File: config.mk
export PLATFORM = sky130hd
export DESIGN_NAME = position_coordinate_monitor
export DESIGN_NICKNAME = d
export VERILOG_FILES = /design/src/rtl/sync2.v /design/src/rtl/phase_rate_gen.v /design/src/rtl/position_coordinate_monitor.v
export VERILOG_INCLUDE_DIRS = /design/src /design/src/rtl
export SDC_FILE = /design/constraint.sdc
export NUM_CORES = 1
export LEC_CHECK = 0
export ABC_AREA = 1
export BUFFER_PORTS_ARGS = -buffer_cell sky130_fd_sc_hd__buf_4
export CAP_MARGIN = 20
export CORE_MARGIN = 8
export CORE_UTILIZATION = 35
export DETAILED_ROUTE_END_ITERATION = 7
export PLACE_DENSITY = 0.58
export SLEW_MARGIN = 20
export SYNTH_ARGS = -nofsm -noshare
export SYNTH_HDL_FRONTEND = slang
export SYNTH_HIERARCHICAL = 1
export SYNTH_SLANG_ARGS = --single-unit
File: constraint.sdc
create_clock -name core_clk -period 11.95 [get_ports core_clk]
set_input_delay 1.7925 -clock core_clk [delete_from_list [all_inputs] [get_ports core_clk]]
set_output_delay 1.7925 -clock core_clk [all_outputs]
set_load 0.01 [all_outputs]
File: src/rtl/monitor_defines.vh
// constants shared by the position coordinate monitor files
// assumes inclusion by bare name from files under rtl/
`ifndef MONITOR_DEFINES_VH
`define MONITOR_DEFINES_VH

// ----------------------------------------
// register byte offsets
// ----------------------------------------
`define SEL_OFFSET      8'h00
`define FREQ_OFFSET     8'h04
`define STAT_OFFSET     8'h08

// ----------------------------------------
// field positions and reset values
// ----------------------------------------
`define SEL0_LSB        0
`define SEL1_LSB        4
`define SRC_LSB         8
`define SEL0_RESET      4'h1
`define SEL1_RESET      4'h8
`define SRC_RESET       2'h0
`define FREQ_RESET      14'h0064
`define FREQ_MIN        14'h0001
`define FREQ_MAX        14'h2710

// ----------------------------------------
// data selector codes
// ----------------------------------------
`define SEL_ALARM       4'h8

// ----------------------------------------
// timing
// ----------------------------------------
`define CLK_HZ          10000000
`define PULSE_UNIT_HZ   100
`define PHASES_PER_PULSE 4

// ----------------------------------------
// bus responses
// ----------------------------------------
`define RESP_OKAY       2'h0
`define RESP_SLVERR     2'h2

`endif

File: src/rtl/sync2.v
// two flip-flop synchroniser for a group of independent levels
// assumes each bit is a slow level from outside the core_clk domain
`timescale 1ns/1ps
module sync2 #(
  parameter W = 1
) (
  // clock and reset
  input  wire         core_clk,
  input  wire         rstn,
  // levels
  input  wire [W-1:0] async_in,
  output reg  [W-1:0] sync_out
);

  reg [W-1:0] meta_r;

  // first stage feeds only the second stage
  always @(posedge core_clk or negedge rstn) begin
    if (!rstn) begin
      meta_r   <= {W{1'b0}};
      sync_out <= {W{1'b0}};
    end else begin
      meta_r   <= async_in;
      sync_out <= meta_r;
    end
  end

endmodule

File: src/rtl/phase_rate_gen.v
// phase-step rate generator: one tick per quadrature edge
// assumes inc is below CLK_HZ so at most one tick per cycle
`timescale 1ns/1ps
module phase_rate_gen #(
  parameter ACC_W  = 24,
  parameter CLK_HZ = 10000000
) (
  // clock and reset
  input  wire             core_clk,
  input  wire             rstn,
  // control
  input  wire             run,
  input  wire [ACC_W-1:0] inc,
  output reg              tick
);

  localparam [ACC_W-1:0] LIMIT = CLK_HZ[ACC_W-1:0];

  reg  [ACC_W:0] acc_r;
  wire [ACC_W:0] sum = acc_r + {1'b0, inc};

  // accumulator keeps the remainder, so the average rate is exact; single gaps can run a cycle short
  always @(posedge core_clk or negedge rstn) begin
    if (!rstn) begin
      acc_r <= {(ACC_W+1){1'b0}};
      tick  <= 1'b0;
    end else if (!run) begin
      acc_r <= {(ACC_W+1){1'b0}};
      tick  <= 1'b0;
    end else if (sum >= {1'b0, LIMIT}) begin
      acc_r <= sum - {1'b0, LIMIT};
      tick  <= 1'b1;
    end else begin
      acc_r <= sum;
      tick  <= 1'b0;
    end
  end

endmodule

File: src/rtl/position_coordinate_monitor.v
// position coordinate monitor: serial shift-out and quadrature replay
// assumes positions, alarm and live encoder phases come from core_clk logic
//
// Behaviour
// - request rise snapshots positions and alarm and raises serial output in the same cycle
// - each shift clock rising edge presents the next bit
// - every field goes out least significant bit first
// - alarm selection sends the active alarm code as 8 bits
// - combined selection sends 32-bit position then 8-bit alarm
// - checksum is low 8 bits of the sum of all data bytes
// - dropping the request early abandons the rest of the transfer
// - replay request freezes phase outputs and records positions
// - shift clock high starts replay; ready drops when done
// - replay source 0 cmd, 1 cmd counter, 2 fb, 3 fb counter
// - max frequency 1..10000 in 0.1 kHz, default 100, never exceeded
// - each position field is 32 bits
// - positions are two's complement
// - checksum byte goes last
// - per-request selectors: 1-4 position, 8 alarm, 9-12 both
`timescale 1ns/1ps
`include "monitor_defines.vh"
module position_coordinate_monitor (
  // clock and reset
  input  wire        core_clk,
  input  wire        rstn,
  // axi4-lite write
  input  wire [7:0]  s_axi_awaddr,
  input  wire        s_axi_awvalid,
  output reg         s_axi_awready,
  input  wire [31:0] s_axi_wdata,
  input  wire [3:0]  s_axi_wstrb,
  input  wire        s_axi_wvalid,
  output reg         s_axi_wready,
  output reg  [1:0]  s_axi_bresp,
  output reg         s_axi_bvalid,
  input  wire        s_axi_bready,
  // axi4-lite read
  input  wire [7:0]  s_axi_araddr,
  input  wire        s_axi_arvalid,
  output reg         s_axi_arready,
  output reg  [31:0] s_axi_rdata,
  output reg  [1:0]  s_axi_rresp,
  output reg         s_axi_rvalid,
  input  wire        s_axi_rready,
  // host pins
  input  wire        monitor_request_first,
  input  wire        monitor_request_second,
  input  wire        monitor_shift_clock,
  input  wire        pulse_replay_request,
  output reg         serial_monitor_output,
  output reg         pulse_replay_ready,
  output reg         quadrature_phase_a_out,
  output reg         quadrature_phase_b_out,
  // position sources
  input  wire [31:0] cmd_pos,
  input  wire [31:0] cmd_pos_counter,
  input  wire [31:0] fb_pos,
  input  wire [31:0] fb_pos_counter,
  input  wire [7:0]  alarm_code,
  input  wire        enc_a_live,
  input  wire        enc_b_live
);

  // ----------------------------------------
  // functions
  // ----------------------------------------
  function [31:0] pick4;
    input [1:0]  idx;
    input [31:0] v0, v1, v2, v3;
    begin
      case (idx)
        2'h0:    pick4 = v0;
        2'h1:    pick4 = v1;
        2'h2:    pick4 = v2;
        default: pick4 = v3;
      endcase
    end
  endfunction

  function [7:0] byte_sum;
    input [31:0] v;
    begin
      byte_sum = v[7:0] + v[15:8] + v[23:16] + v[31:24];
    end
  endfunction

  function [31:0] merge_strb;
    input [31:0] old;
    input [31:0] data;
    input [3:0]  strb;
    integer k;
    begin
      merge_strb = old;
      for (k = 0; k < 4; k = k + 1)
        if (strb[k]) merge_strb[k*8 +: 8] = data[k*8 +: 8];
    end
  endfunction

  // quadrature step index to phase pair {a,b}
  function [1:0] ab_of;
    input [1:0] idx;
    begin
      case (idx)
        2'h0:    ab_of = 2'h0;
        2'h1:    ab_of = 2'h2;
        2'h2:    ab_of = 2'h3;
        default: ab_of = 2'h1;
      endcase
    end
  endfunction

  // phase pair {a,b} back to quadrature step index
  function [1:0] idx_of;
    input [1:0] ab;
    begin
      idx_of = {ab[0], ab[1] ^ ab[0]};
    end
  endfunction

  // ----------------------------------------
  // configuration registers
  // ----------------------------------------
  reg [3:0]  sel0_r;
  reg [3:0]  sel1_r;
  reg [1:0]  src_r;
  reg [13:0] freq_r;
  reg [7:0]  aw_addr_r;
  reg        aw_hold_r;
  reg [31:0] w_data_r;
  reg [3:0]  w_strb_r;
  reg        w_hold_r;

  wire [31:0] sel_word  = {22'h0, src_r, sel1_r, sel0_r};
  wire [31:0] freq_word = {18'h0, freq_r};
  wire [31:0] new_sel   = merge_strb(sel_word, w_data_r, w_strb_r);
  wire [31:0] new_freq  = merge_strb(freq_word, w_data_r, w_strb_r);

  // address and data taken in either order; response after both
  always @(posedge core_clk or negedge rstn) begin
    if (!rstn) begin
      s_axi_awready <= 1'b0;
      s_axi_wready  <= 1'b0;
      s_axi_bvalid  <= 1'b0;
      s_axi_bresp   <= `RESP_OKAY;
      aw_hold_r     <= 1'b0;
      w_hold_r      <= 1'b0;
      aw_addr_r     <= 8'h00;
      w_data_r      <= 32'h00000000;
      w_strb_r      <= 4'h0;
      sel0_r        <= `SEL0_RESET;
      sel1_r        <= `SEL1_RESET;
      src_r         <= `SRC_RESET;
      freq_r        <= `FREQ_RESET;
    end else begin
      s_axi_awready <= s_axi_awvalid & ~s_axi_awready & ~aw_hold_r & ~s_axi_bvalid;
      s_axi_wready  <= s_axi_wvalid & ~s_axi_wready & ~w_hold_r & ~s_axi_bvalid;
      if (s_axi_awvalid && s_axi_awready) begin
        aw_addr_r <= s_axi_awaddr;
        aw_hold_r <= 1'b1;
      end
      if (s_axi_wvalid && s_axi_wready) begin
        w_data_r <= s_axi_wdata;
        w_strb_r <= s_axi_wstrb;
        w_hold_r <= 1'b1;
      end
      if (aw_hold_r && w_hold_r && !s_axi_bvalid) begin
        aw_hold_r    <= 1'b0;
        w_hold_r     <= 1'b0;
        s_axi_bvalid <= 1'b1;
        s_axi_bresp  <= `RESP_OKAY;
        if (aw_addr_r == `SEL_OFFSET) begin
          sel0_r <= new_sel[`SEL0_LSB +: 4];
          sel1_r <= new_sel[`SEL1_LSB +: 4];
          src_r  <= new_sel[`SRC_LSB +: 2];
        end else if (aw_addr_r == `FREQ_OFFSET) begin
          // out-of-range settings are clamped so the rate stays defined
          if (new_freq[13:0] < `FREQ_MIN || new_freq[31:14] != 18'h0)
            freq_r <= (new_freq[31:14] != 18'h0) ? `FREQ_MAX : `FREQ_MIN;
          else if (new_freq[13:0] > `FREQ_MAX)
            freq_r <= `FREQ_MAX;
          else
            freq_r <= new_freq[13:0];
        end else if (aw_addr_r != `STAT_OFFSET) begin
          s_axi_bresp <= `RESP_SLVERR;
        end
      end else if (s_axi_bvalid && s_axi_bready) begin
        s_axi_bvalid <= 1'b0;
      end
    end
  end

  // ----------------------------------------
  // pin synchronisers and edges
  // ----------------------------------------
  wire [3:0] pins_s;
  reg  [3:0] pins_d_r;

  sync2 #(.W(4)) u_sync (
    .core_clk (core_clk),
    .rstn     (rstn),
    .async_in ({pulse_replay_request, monitor_shift_clock,
                monitor_request_second, monitor_request_first}),
    .sync_out (pins_s)
  );

  wire req0_s  = pins_s[0];
  wire req1_s  = pins_s[1];
  wire sclk_s  = pins_s[2];
  wire preq_s  = pins_s[3];
  wire req0_on = req0_s & ~pins_d_r[0];
  wire req1_on = req1_s & ~pins_d_r[1];
  wire sclk_on = sclk_s & ~pins_d_r[2];
  wire preq_on = preq_s & ~pins_d_r[3];

  // edge history reads only synchronised levels
  always @(posedge core_clk or negedge rstn) begin
    if (!rstn) pins_d_r <= 4'h0;
    else       pins_d_r <= pins_s;
  end

  // ----------------------------------------
  // serial frame builder
  // ----------------------------------------
  reg  [3:0]  code;
  reg         has_pos;
  reg         has_alm;
  reg  [31:0] pos_v;
  reg  [47:0] frame_nxt;
  reg  [5:0]  len_nxt;
  wire [1:0]  pidx = code[1:0] - 2'h1;

  // unknown codes fall back to alarm only
  always @* begin
    code    = req0_on ? sel0_r : sel1_r;
    has_pos = (code >= 4'h1 && code <= 4'h4) || (code >= 4'h9 && code <= 4'hC);
    has_alm = !(code >= 4'h1 && code <= 4'h4);
    pos_v   = pick4(pidx, fb_pos, fb_pos_counter, cmd_pos, cmd_pos_counter);
    if (has_pos && has_alm) begin
      frame_nxt = {byte_sum(pos_v) + alarm_code, alarm_code, pos_v};
      len_nxt   = 6'd48;
    end else if (has_pos) begin
      frame_nxt = {8'h00, byte_sum(pos_v), pos_v};
      len_nxt   = 6'd40;
    end else begin
      frame_nxt = {32'h0, alarm_code, alarm_code};
      len_nxt   = 6'd16;
    end
  end

  // ----------------------------------------
  // serial shift-out
  // ----------------------------------------
  reg        ser_act_r;
  reg        ser_src_r;
  reg [47:0] frame_r;
  reg [5:0]  left_r;
  wire       owner_s = ser_src_r ? req1_s : req0_s;

  // a second request while busy is ignored; the owner's drop ends it
  always @(posedge core_clk or negedge rstn) begin
    if (!rstn) begin
      ser_act_r             <= 1'b0;
      ser_src_r             <= 1'b0;
      frame_r               <= 48'h0;
      left_r                <= 6'd0;
      serial_monitor_output <= 1'b0;
    end else if (!ser_act_r) begin
      if (req0_on || req1_on) begin
        ser_act_r             <= 1'b1;
        ser_src_r             <= ~req0_on;
        frame_r               <= frame_nxt;
        left_r                <= len_nxt;
        serial_monitor_output <= 1'b1;
      end
    end else if (!owner_s) begin
      ser_act_r             <= 1'b0;
      left_r                <= 6'd0;
      serial_monitor_output <= 1'b0;
    end else if (sclk_on) begin
      // host paces bits; each edge is far apart at the allowed rate
      if (left_r != 6'd0) begin
        serial_monitor_output <= frame_r[0];
        frame_r               <= {1'b0, frame_r[47:1]};
        left_r                <= left_r - 6'd1;
      end else begin
        serial_monitor_output <= 1'b0;
      end
    end
  end

  // ----------------------------------------
  // pulse replay
  // ----------------------------------------
  localparam [1:0] P_IDLE = 2'h0;
  localparam [1:0] P_WAIT = 2'h1;
  localparam [1:0] P_RUN  = 2'h2;
  localparam [1:0] P_DONE = 2'h3;
  localparam integer STEP_SCALE_I = `PULSE_UNIT_HZ * `PHASES_PER_PULSE;
  localparam [23:0]  STEP_SCALE   = STEP_SCALE_I[23:0];

  reg  [1:0]  pstate_r;
  reg  [1:0]  qidx_r;
  reg         dir_neg_r;
  reg  [34:0] steps_r;
  wire        tick;
  wire [31:0] rep_v  = pick4(src_r, cmd_pos, cmd_pos_counter, fb_pos, fb_pos_counter);
  wire [32:0] rep_mag = rep_v[31] ? (33'h0 - {rep_v[31], rep_v}) : {1'b0, rep_v};
  wire [23:0] rate_inc = {10'h000, freq_r} * STEP_SCALE;
  wire [1:0]  qidx_nxt = dir_neg_r ? qidx_r - 2'h1 : qidx_r + 2'h1;
  wire [1:0]  live_idx = idx_of({enc_a_live, enc_b_live});

  phase_rate_gen #(.ACC_W(24), .CLK_HZ(`CLK_HZ)) u_rate (
    .core_clk (core_clk),
    .rstn     (rstn),
    .run      (pstate_r == P_RUN),
    .inc      (rate_inc),
    .tick     (tick)
  );

  // outputs track the live encoder only while idle
  always @(posedge core_clk or negedge rstn) begin
    if (!rstn) begin
      pstate_r               <= P_IDLE;
      qidx_r                 <= 2'h0;
      dir_neg_r              <= 1'b0;
      steps_r                <= 35'h0;
      pulse_replay_ready     <= 1'b0;
      quadrature_phase_a_out <= 1'b0;
      quadrature_phase_b_out <= 1'b0;
    end else begin
      case (pstate_r)
        P_IDLE: begin
          if (preq_on) begin
            pstate_r           <= P_WAIT;
            qidx_r             <= idx_of({quadrature_phase_a_out, quadrature_phase_b_out});
            dir_neg_r          <= rep_v[31];
            steps_r            <= {rep_mag, 2'b00};
            pulse_replay_ready <= 1'b1;
          end else begin
            // phases hold on the request edge so the index matches them
            quadrature_phase_a_out <= enc_a_live;
            quadrature_phase_b_out <= enc_b_live;
          end
        end
        P_WAIT: begin
          if (!preq_s) begin
            pstate_r           <= P_IDLE;
            pulse_replay_ready <= 1'b0;
          end else if (sclk_s) begin
            // zero position has nothing to send
            if (steps_r == 35'h0) begin
              pstate_r           <= P_DONE;
              pulse_replay_ready <= 1'b0;
            end else begin
              pstate_r <= P_RUN;
            end
          end
        end
        P_RUN: begin
          if (!preq_s) begin
            pstate_r           <= P_IDLE;
            pulse_replay_ready <= 1'b0;
          end else if (tick) begin
            qidx_r                 <= qidx_nxt;
            {quadrature_phase_a_out, quadrature_phase_b_out} <= ab_of(qidx_nxt);
            steps_r                <= steps_r - 35'h1;
            if (steps_r == 35'h1) begin
              pstate_r           <= P_DONE;
              pulse_replay_ready <= 1'b0;
            end
          end
        end
        default: begin
          // host watches ready low before release
          if (!preq_s) pstate_r <= P_IDLE;
        end
      endcase
    end
  end

  // ----------------------------------------
  // register reads
  // ----------------------------------------
  wire [31:0] stat_word = {24'h0, 2'h0, pstate_r, live_idx == qidx_r,
                           pulse_replay_ready, serial_monitor_output, ser_act_r};

  // one request at a time; data one cycle after the address is taken
  always @(posedge core_clk or negedge rstn) begin
    if (!rstn) begin
      s_axi_arready <= 1'b0;
      s_axi_rvalid  <= 1'b0;
      s_axi_rdata   <= 32'h00000000;
      s_axi_rresp   <= `RESP_OKAY;
    end else begin
      s_axi_arready <= s_axi_arvalid & ~s_axi_arready & ~s_axi_rvalid;
      if (s_axi_arvalid && s_axi_arready) begin
        s_axi_rvalid <= 1'b1;
        s_axi_rresp  <= `RESP_OKAY;
        case (s_axi_araddr)
          `SEL_OFFSET:  s_axi_rdata <= sel_word;
          `FREQ_OFFSET: s_axi_rdata <= freq_word;
          `STAT_OFFSET: s_axi_rdata <= stat_word;
          default: begin
            s_axi_rdata <= 32'h00000000;
            s_axi_rresp <= `RESP_SLVERR;
          end
        endcase
      end else if (s_axi_rvalid && s_axi_rready) begin
        s_axi_rvalid <= 1'b0;
      end
    end
  end

endmodule

Word-level counts from Yosys, hierarchy flattened
Cells that the tools add are included.
Cells by class
  $lt $le $gt $ge: 7
  add/subtract/negate cells: 12
  bitwise operators: 28
  equality and inequality tests: 28
  reduce and logical (&&, ||, !) cells: 44
  multipliers: 1
  multiplexer cells: 86
Operators with widths (count)
  $mux W48: 6
  $pmux W32 S3: 2
  $mux W35: 3
  $pmux W35 S2: 1
  $mux W25: 2
  $mux W14: 3
  $mux W6: 7
  $pmux W14 S3: 1
  $mux W40: 1
  $eq A35 B1 Y1 const B: 1
  $logic_not A35 Y1: 1
  $sub A35 B1 Y35 const B: 1
  $mux W1: 33
  $mux W33: 1
  $sub A1 B32 Y33 const A: 1
  $add A8 B8 Y8: 4
  $mux W8: 4
  $mux W2: 15
  $add A25 B23 Y25: 1
  $ge A25 B24 Y1 const B: 1
  $sub A25 B24 Y25 const B: 1
  $mul A14 B5 Y19 const B: 1
  $reduce_bool A18 Y1: 1
  $eq A8 B3 Y1 const B: 2
  other kinds (41): 112
Storage, ports and cells
  input bits: 201
  bits in registers: 249
  logic and storage cells: 240
  output and inout bits: 45

Depth between registers and ports, before layout
  depth after elaboration: 13
  gate-level depth with buffers: 40
  mapped depth without buffers: 39

Hierarchy
Netlist, hierarchy kept.
By module, submodules not included
  position_coordinate_monitor: seq. area each 4885.9 um^2, area each 15318.4 um^2, cells an instance 2246, times used 1
  phase_rate_gen: seq. area each 650.6 um^2, area each 3619.7 um^2, cells an instance 652, times used 1
  sync2: seq. area each 200.2 um^2, area each 200.2 um^2, cells an instance 8, times used 1

Worst setup path after synthesis
Ideal clock, no wire load.
  path type: input to register
  from: input fb_pos[10]
  to: register frame_r[47]
  path slack: 6510 ps
  stages: 26
  buffers on the path: 0
  data required time: 11834 ps
  data arrival time: 5324 ps
  library setup time: 116 ps
  cells stage by stage: o21ai_0 > o211ai_1 > o21ai_0 > inv_1 > fa_1 > inv_1 > fa_1 > inv_1 > ha_1 > nand2_1 > nor2_1 > a211oi_1 > o21bai_1 > a21oi_1 > xnor2_1 > ha_1 > nand2_1 > inv_1 > nand4_1 > o211ai_1 > xor2_1 > inv_1 > nand2_1 > nand2_1 > nand2_1 > nand2_1
Between the ends
  word-level cells in the longest chain between the ends: 8
Ends and longest elaborated chain
  start, declared: line position_coordinate_monitor.v:57  | input wire [31:0] fb_pos,
  $pmux W32 S3: line position_coordinate_monitor.v:71  | case (idx)
  $add A8 B8 Y8 (3 in a row): line position_coordinate_monitor.v:83  | byte_sum = v[7:0] + v[15:8] + v[23:16] + v[31:24];
  $add A8 B8 Y8: line position_coordinate_monitor.v:239  | frame_nxt = {byte_sum(pos_v) + alarm_code, alarm_code, pos_v};
  $mux W48: line position_coordinate_monitor.v:238  | if (has_pos && has_alm) begin
  $mux W48: line position_coordinate_monitor.v:268  | if (req0_on || req1_on) begin
  $mux W48: line position_coordinate_monitor.v:267  | end else if (!ser_act_r) begin
  end signal, assigned: line position_coordinate_monitor.v:271  | frame_r <= frame_nxt;
  end signal, assigned: line position_coordinate_monitor.v:283  | frame_r <= {1'b0, frame_r[47:1]};
  end, declared: line position_coordinate_monitor.v:255  | reg [47:0] frame_r;
Every way passes these cells. The select of a mux whose other input is x is not followed.
A chain may end at the register's enable or synchronous reset.

Final worst setup path
  from: register pins_d_r[0]
  to: register frame_r[47]
Between the ends
  word-level cells in the longest chain between the ends: 13
Ends and longest elaborated chain
  start, declared: line position_coordinate_monitor.v:196  | reg [3:0] pins_d_r;
  start signal, assigned: line position_coordinate_monitor.v:218  | else pins_d_r <= pins_s;
  $not A1 Y1 (*): line position_coordinate_monitor.v:210  | wire req0_on = req0_s & ~pins_d_r[0];
  $and A1 B1 Y1 (*): line position_coordinate_monitor.v:210
  $mux W4: line position_coordinate_monitor.v:234  | code = req0_on ? sel0_r : sel1_r;
  $sub A2 B1 Y2: line position_coordinate_monitor.v:230  | wire [1:0] pidx = code[1:0] - 2'h1;
  $eq A2 B2 Y1, or another cell as far along: line position_coordinate_monitor.v:71
  $pmux W32 S3: line position_coordinate_monitor.v:71
  $add A8 B8 Y8 (3 in a row): line position_coordinate_monitor.v:83
  $add A8 B8 Y8: line position_coordinate_monitor.v:239
  $mux W48: line position_coordinate_monitor.v:238
  $mux W48: line position_coordinate_monitor.v:268
  $mux W48: line position_coordinate_monitor.v:267
Mark *: on every way between the ends. The rest lies on a longest branch, timed or not. The select of a mux whose other input is x is not followed.

==> impl_metrics.json <==
{
  "synth.yosys.seq_area_share_pct": 30.0,
  "yosysWarnings": 6,
  "initial_antenna_violation_count": 2,
  "clock_path_buffers": 3,
  "drv.max_cap_violation_count": 0,
  "die_height_um": 250,
  "fp.coreArea_sq_mm": 0.0539,
  "number_of_top_level_pins": 246,
  "globalRouteOverflowTotal": 0,
  "synth.distinct_cells": 64,
  "setup-tns-final_ns": 0,
  "final_layout_size_suffix_gt1_share_pct": 13.2,
  "grt_usage_pct": 20.9,
  "grt_setup_unrepaired": "no",
  "syn_inst_count": 2906,
  "setup.worst_path.class": "register to register",
  "postSynth.topFlopCell": "dfrtp_1",
  "status": "finished, final reports clean",
  "critPathMaxStageDelay_ns": 0.61,
  "power_density_relative_to_cell_area_mw_per_mm2": 292,
  "cts_tree": "built",
  "cp_data_arrival_time_ns": 6.26,
  "ant_nets": 0,
  "finalSetupViolations": 0,
  "placement.setup.worst_slack_ns": 5.92,
  "h_tree_levels": 1,
  "fp.dieArea_sq_mm": 0.0624,
  "route.detailed.wl_per_inst_um": 17.5,
  "crit_path_start_kind": "register",
  "number_of_vias_in_the_routed_layout": 19514,
  "cts_inserted_buffers": 28,
  "hpwl_um": 51500,
  "effective_utilization_at_floorplan_pct": 35.5,
  "placement.io_buffers": 225,
  "cts_setup_buffers": 0,
  "global_route_wire_length_before_repair_um": 106000,
  "leakagePower_nw": 11.7,
  "placedInstanceArea_sq_mm": 0.0214,
  "post-route-min-period_ns": 5.81,
  "timing.slew.headroom_pct": 36.0,
  "final-max-slew-violation-count": 0,
  "synth_edf_count": 0,
  "final.setup.worst_slack_ns": 6.14,
  "mappedNetlistArea_sq_mm": 0.0191,
  "worstMarginPinSlew_ns": 0.960,
  "grt_start_max_net_pins": 164,
  "post_synth.cell_area_avg_sq_um": 6.59,
  "final_cell_count_no_fill": 3820,
  "finalHoldViolations": 0,
  "drtPass1Iterations": 5,
  "clk_root_buffer_cell": "clkbuf_16",
  "detailed_route_drc_error_count": 0,
  "cts_hold_buffers": 0,
  "path_common_cell": "nand2_1",
  "floorplan.die.width_um": 250,
  "max_clock_freq_mhz": 172,
  "routed_wire_length_um": 66800,
  "area_of_all_placed_cells_without_fillers_sq_mm": 0.0224,
  "finalClockSkew_ns": 0.0244,
  "totalPowerFinal_mw": 6.53,
  "synth_async_sr_flop_share_pct": 100,
  "finalNetCount": 3422,
  "crit_fanout": 21,
  "via_per_inst": 5.11,
  "final_core_utilization_pct": 41.5,
  "post-place-cells": 3767,
  "hold_ws_ns": 0.349,
  "vias_in_the_first_global_route": 18835,
  "ys_seq_elements": 229,
  "timing.critical_path.required_ns": 12.40,
  "crit_slowest_cell": "fa_1",
  "clkSlewWorstSetupHoldPaths_ns": 0.06,
  "drt-initial-drc-count": 1512,
  "clkSinkCount": 229,
  "std_cell_rows": 85,
  "clkLatencyLatePin_ns": 0.58,
  "hp-class": "register to register",
  "post_cts_resize_count": 0,
  "area_growth_syn_to_layout_pct": 16.8,
  "period_share_pct": 48.6,
  "critPathCaptureType": "register",
  "gp_congestion": 0.979,
  "peakVddDrop_mv": 0.299
}
## cells in the mapped netlist (4+ instances only)
cell type / n / share of area [%]
nand2_4: 5 / 0.29
nor2_4: 8 / 0.47
o31ai_1: 7 / 0.27
fa_1: 25 / 2.6
dfstp_2: 5 / 0.69
nor3_1: 19 / 0.50
o211ai_1: 12 / 0.47
ha_1: 95 / 6.2
buf_6: 5 / 0.29
or4_1: 4 / 0.16
a21o_1: 6 / 0.24
nor2_1: 239 / 4.7
a31oi_1: 32 / 1.0
inv_2: 12 / 0.24
nand4_1: 36 / 1.2
nand3b_1: 5 / 0.20
o22ai_1: 20 / 0.65
o2111ai_1: 13 / 0.59
buf_2: 26 / 0.68
buf_4: 24 / 0.94
inv_1: 370 / 7.3
or2_2: 14 / 0.46
nand3_2: 8 / 0.42
a21oi_2: 4 / 0.18
a21oi_1: 134 / 3.5
clkinv_1: 5 / 0.098
o21ai_0: 168 / 4.4
xnor2_1: 15 / 0.69
nor4_1: 11 / 0.36
nand3_1: 203 / 5.3
or2_1: 4 / 0.13
o21bai_1: 7 / 0.27
buf_1: 8 / 0.16
nor2_2: 16 / 0.52
nand2_1: 939 / 18
xor2_1: 32 / 1.5
o21ai_1: 15 / 0.39
clkbuf_1: 35 / 0.69
a22oi_1: 19 / 0.75
dfrtp_1: 224 / 29
nand2_2: 47 / 1.5
## critical path, delay by kind of cell (launching register included)
kind                     cells  cell delay (ns)
adder cells (fa/ha/maj)      4             1.81
AND/OR/NAND/NOR             13             1.51
AO/OA/AOI/OAI                5             0.95
buffers and inverters        6             0.68
flip-flops                   1             0.36
XOR/XNOR                     2             0.33
## layout by cell type, fill, tap and decap left out, types with 16 or more instances in the layout
| cell | count |
|---|---|
| a21oi_1 | 134 |
| a22oi_1 | 19 |
| a31oi_1 | 32 |
| buf_4 | 237 |
| clkbuf_16 | 28 |
| conb_1 | 26 |
| dfrtp_1 | 224 |
| fa_1 | 25 |
| ha_1 | 95 |
| inv_1 | 370 |
| nand2_1 | 939 |
| nand2_2 | 47 |
| nand3_1 | 203 |
| nand4_1 | 36 |
| nor2_1 | 239 |
| nor2_2 | 16 |
| nor3_1 | 19 |
| o21ai_0 | 168 |
| o22ai_1 | 20 |
| xor2_1 | 32 |
## where the power goes
part,internal [mW],total (mW),switching (mW)
Sequential,1.06,1.28,0.220
Combinational,1.53,4.34,2.81
Clock,0.531,0.900,0.369
Total,3.13,6.53,3.40
## final timing paths
| kind | to | depth (start not counted) | slack, ns | from |
|---|---|---|---|---|
| worst max register to register | frame_r[47] | 30 | 6.14 | pins_d_r[0] |
| worst min-delay path | u_sync/sync_out[1] | 0 | 0.35 | u_sync/meta_r[1] |
| max in group asynchronous | frame_r[20] | 2 | 9.43 | rstn |
| worst min register to register | u_sync/sync_out[1] | 0 | 0.35 | u_sync/meta_r[1] |
| worst max-delay path | frame_r[47] | 30 | 6.14 | pins_d_r[0] |
| min in group asynchronous | w_data_r[28] | 1 | 1.16 | rstn |
## layer usage
metal | GRT usage (%) | part of all wire (%) | vias to the layer above
met4 | 5.32 | 2.7 | 4
met2 | 35.2 | 46 | 662
li1 | - | - | 9734
met3 | 3.54 | 7.1 | 99
met1 | 27.4 | 45 | 9015
met5 | 0 | 0.031 | -
## state kept, by name, summed over array words and instances (netlist names), 6 cells and up
| register | flops |
|---|---|
| frame_r | 48 |
| freq_r | 14 |
| s_axi_rdata | 14 |
| w_data_r | 32 |
| aw_addr_r | 8 |
| u_rate/acc_r | 25 |
| left_r | 6 |
| steps_r | 35 |
## cells by family (layout without fill, tap and decap cells)
kind of cell	Yosys count	after routing	share of synthesized area [%]
XOR/XNOR	47	47	2.15
flip-flops	229	229	30.0
other	1	27	0.0196
AND/OR/NAND/NOR	1566	1566	35.0
AO/OA/AOI/OAI	454	454	13.5
buffers and inverters	489	681	10.5
adder cells (fa/ha/maj)	120	120	8.83
## area by class of cell
type,instances,area [sq um]
fillers,5798,31600
multi-input cells,2213,11500
clock buffers,38,788
flip-flops and latches,229,5740
inverters,390,1470
repair buffers,239,1810
clock inverters,14,186
well taps,696,871
diodes,1,2.50
(Power assumes the default switching activity.)
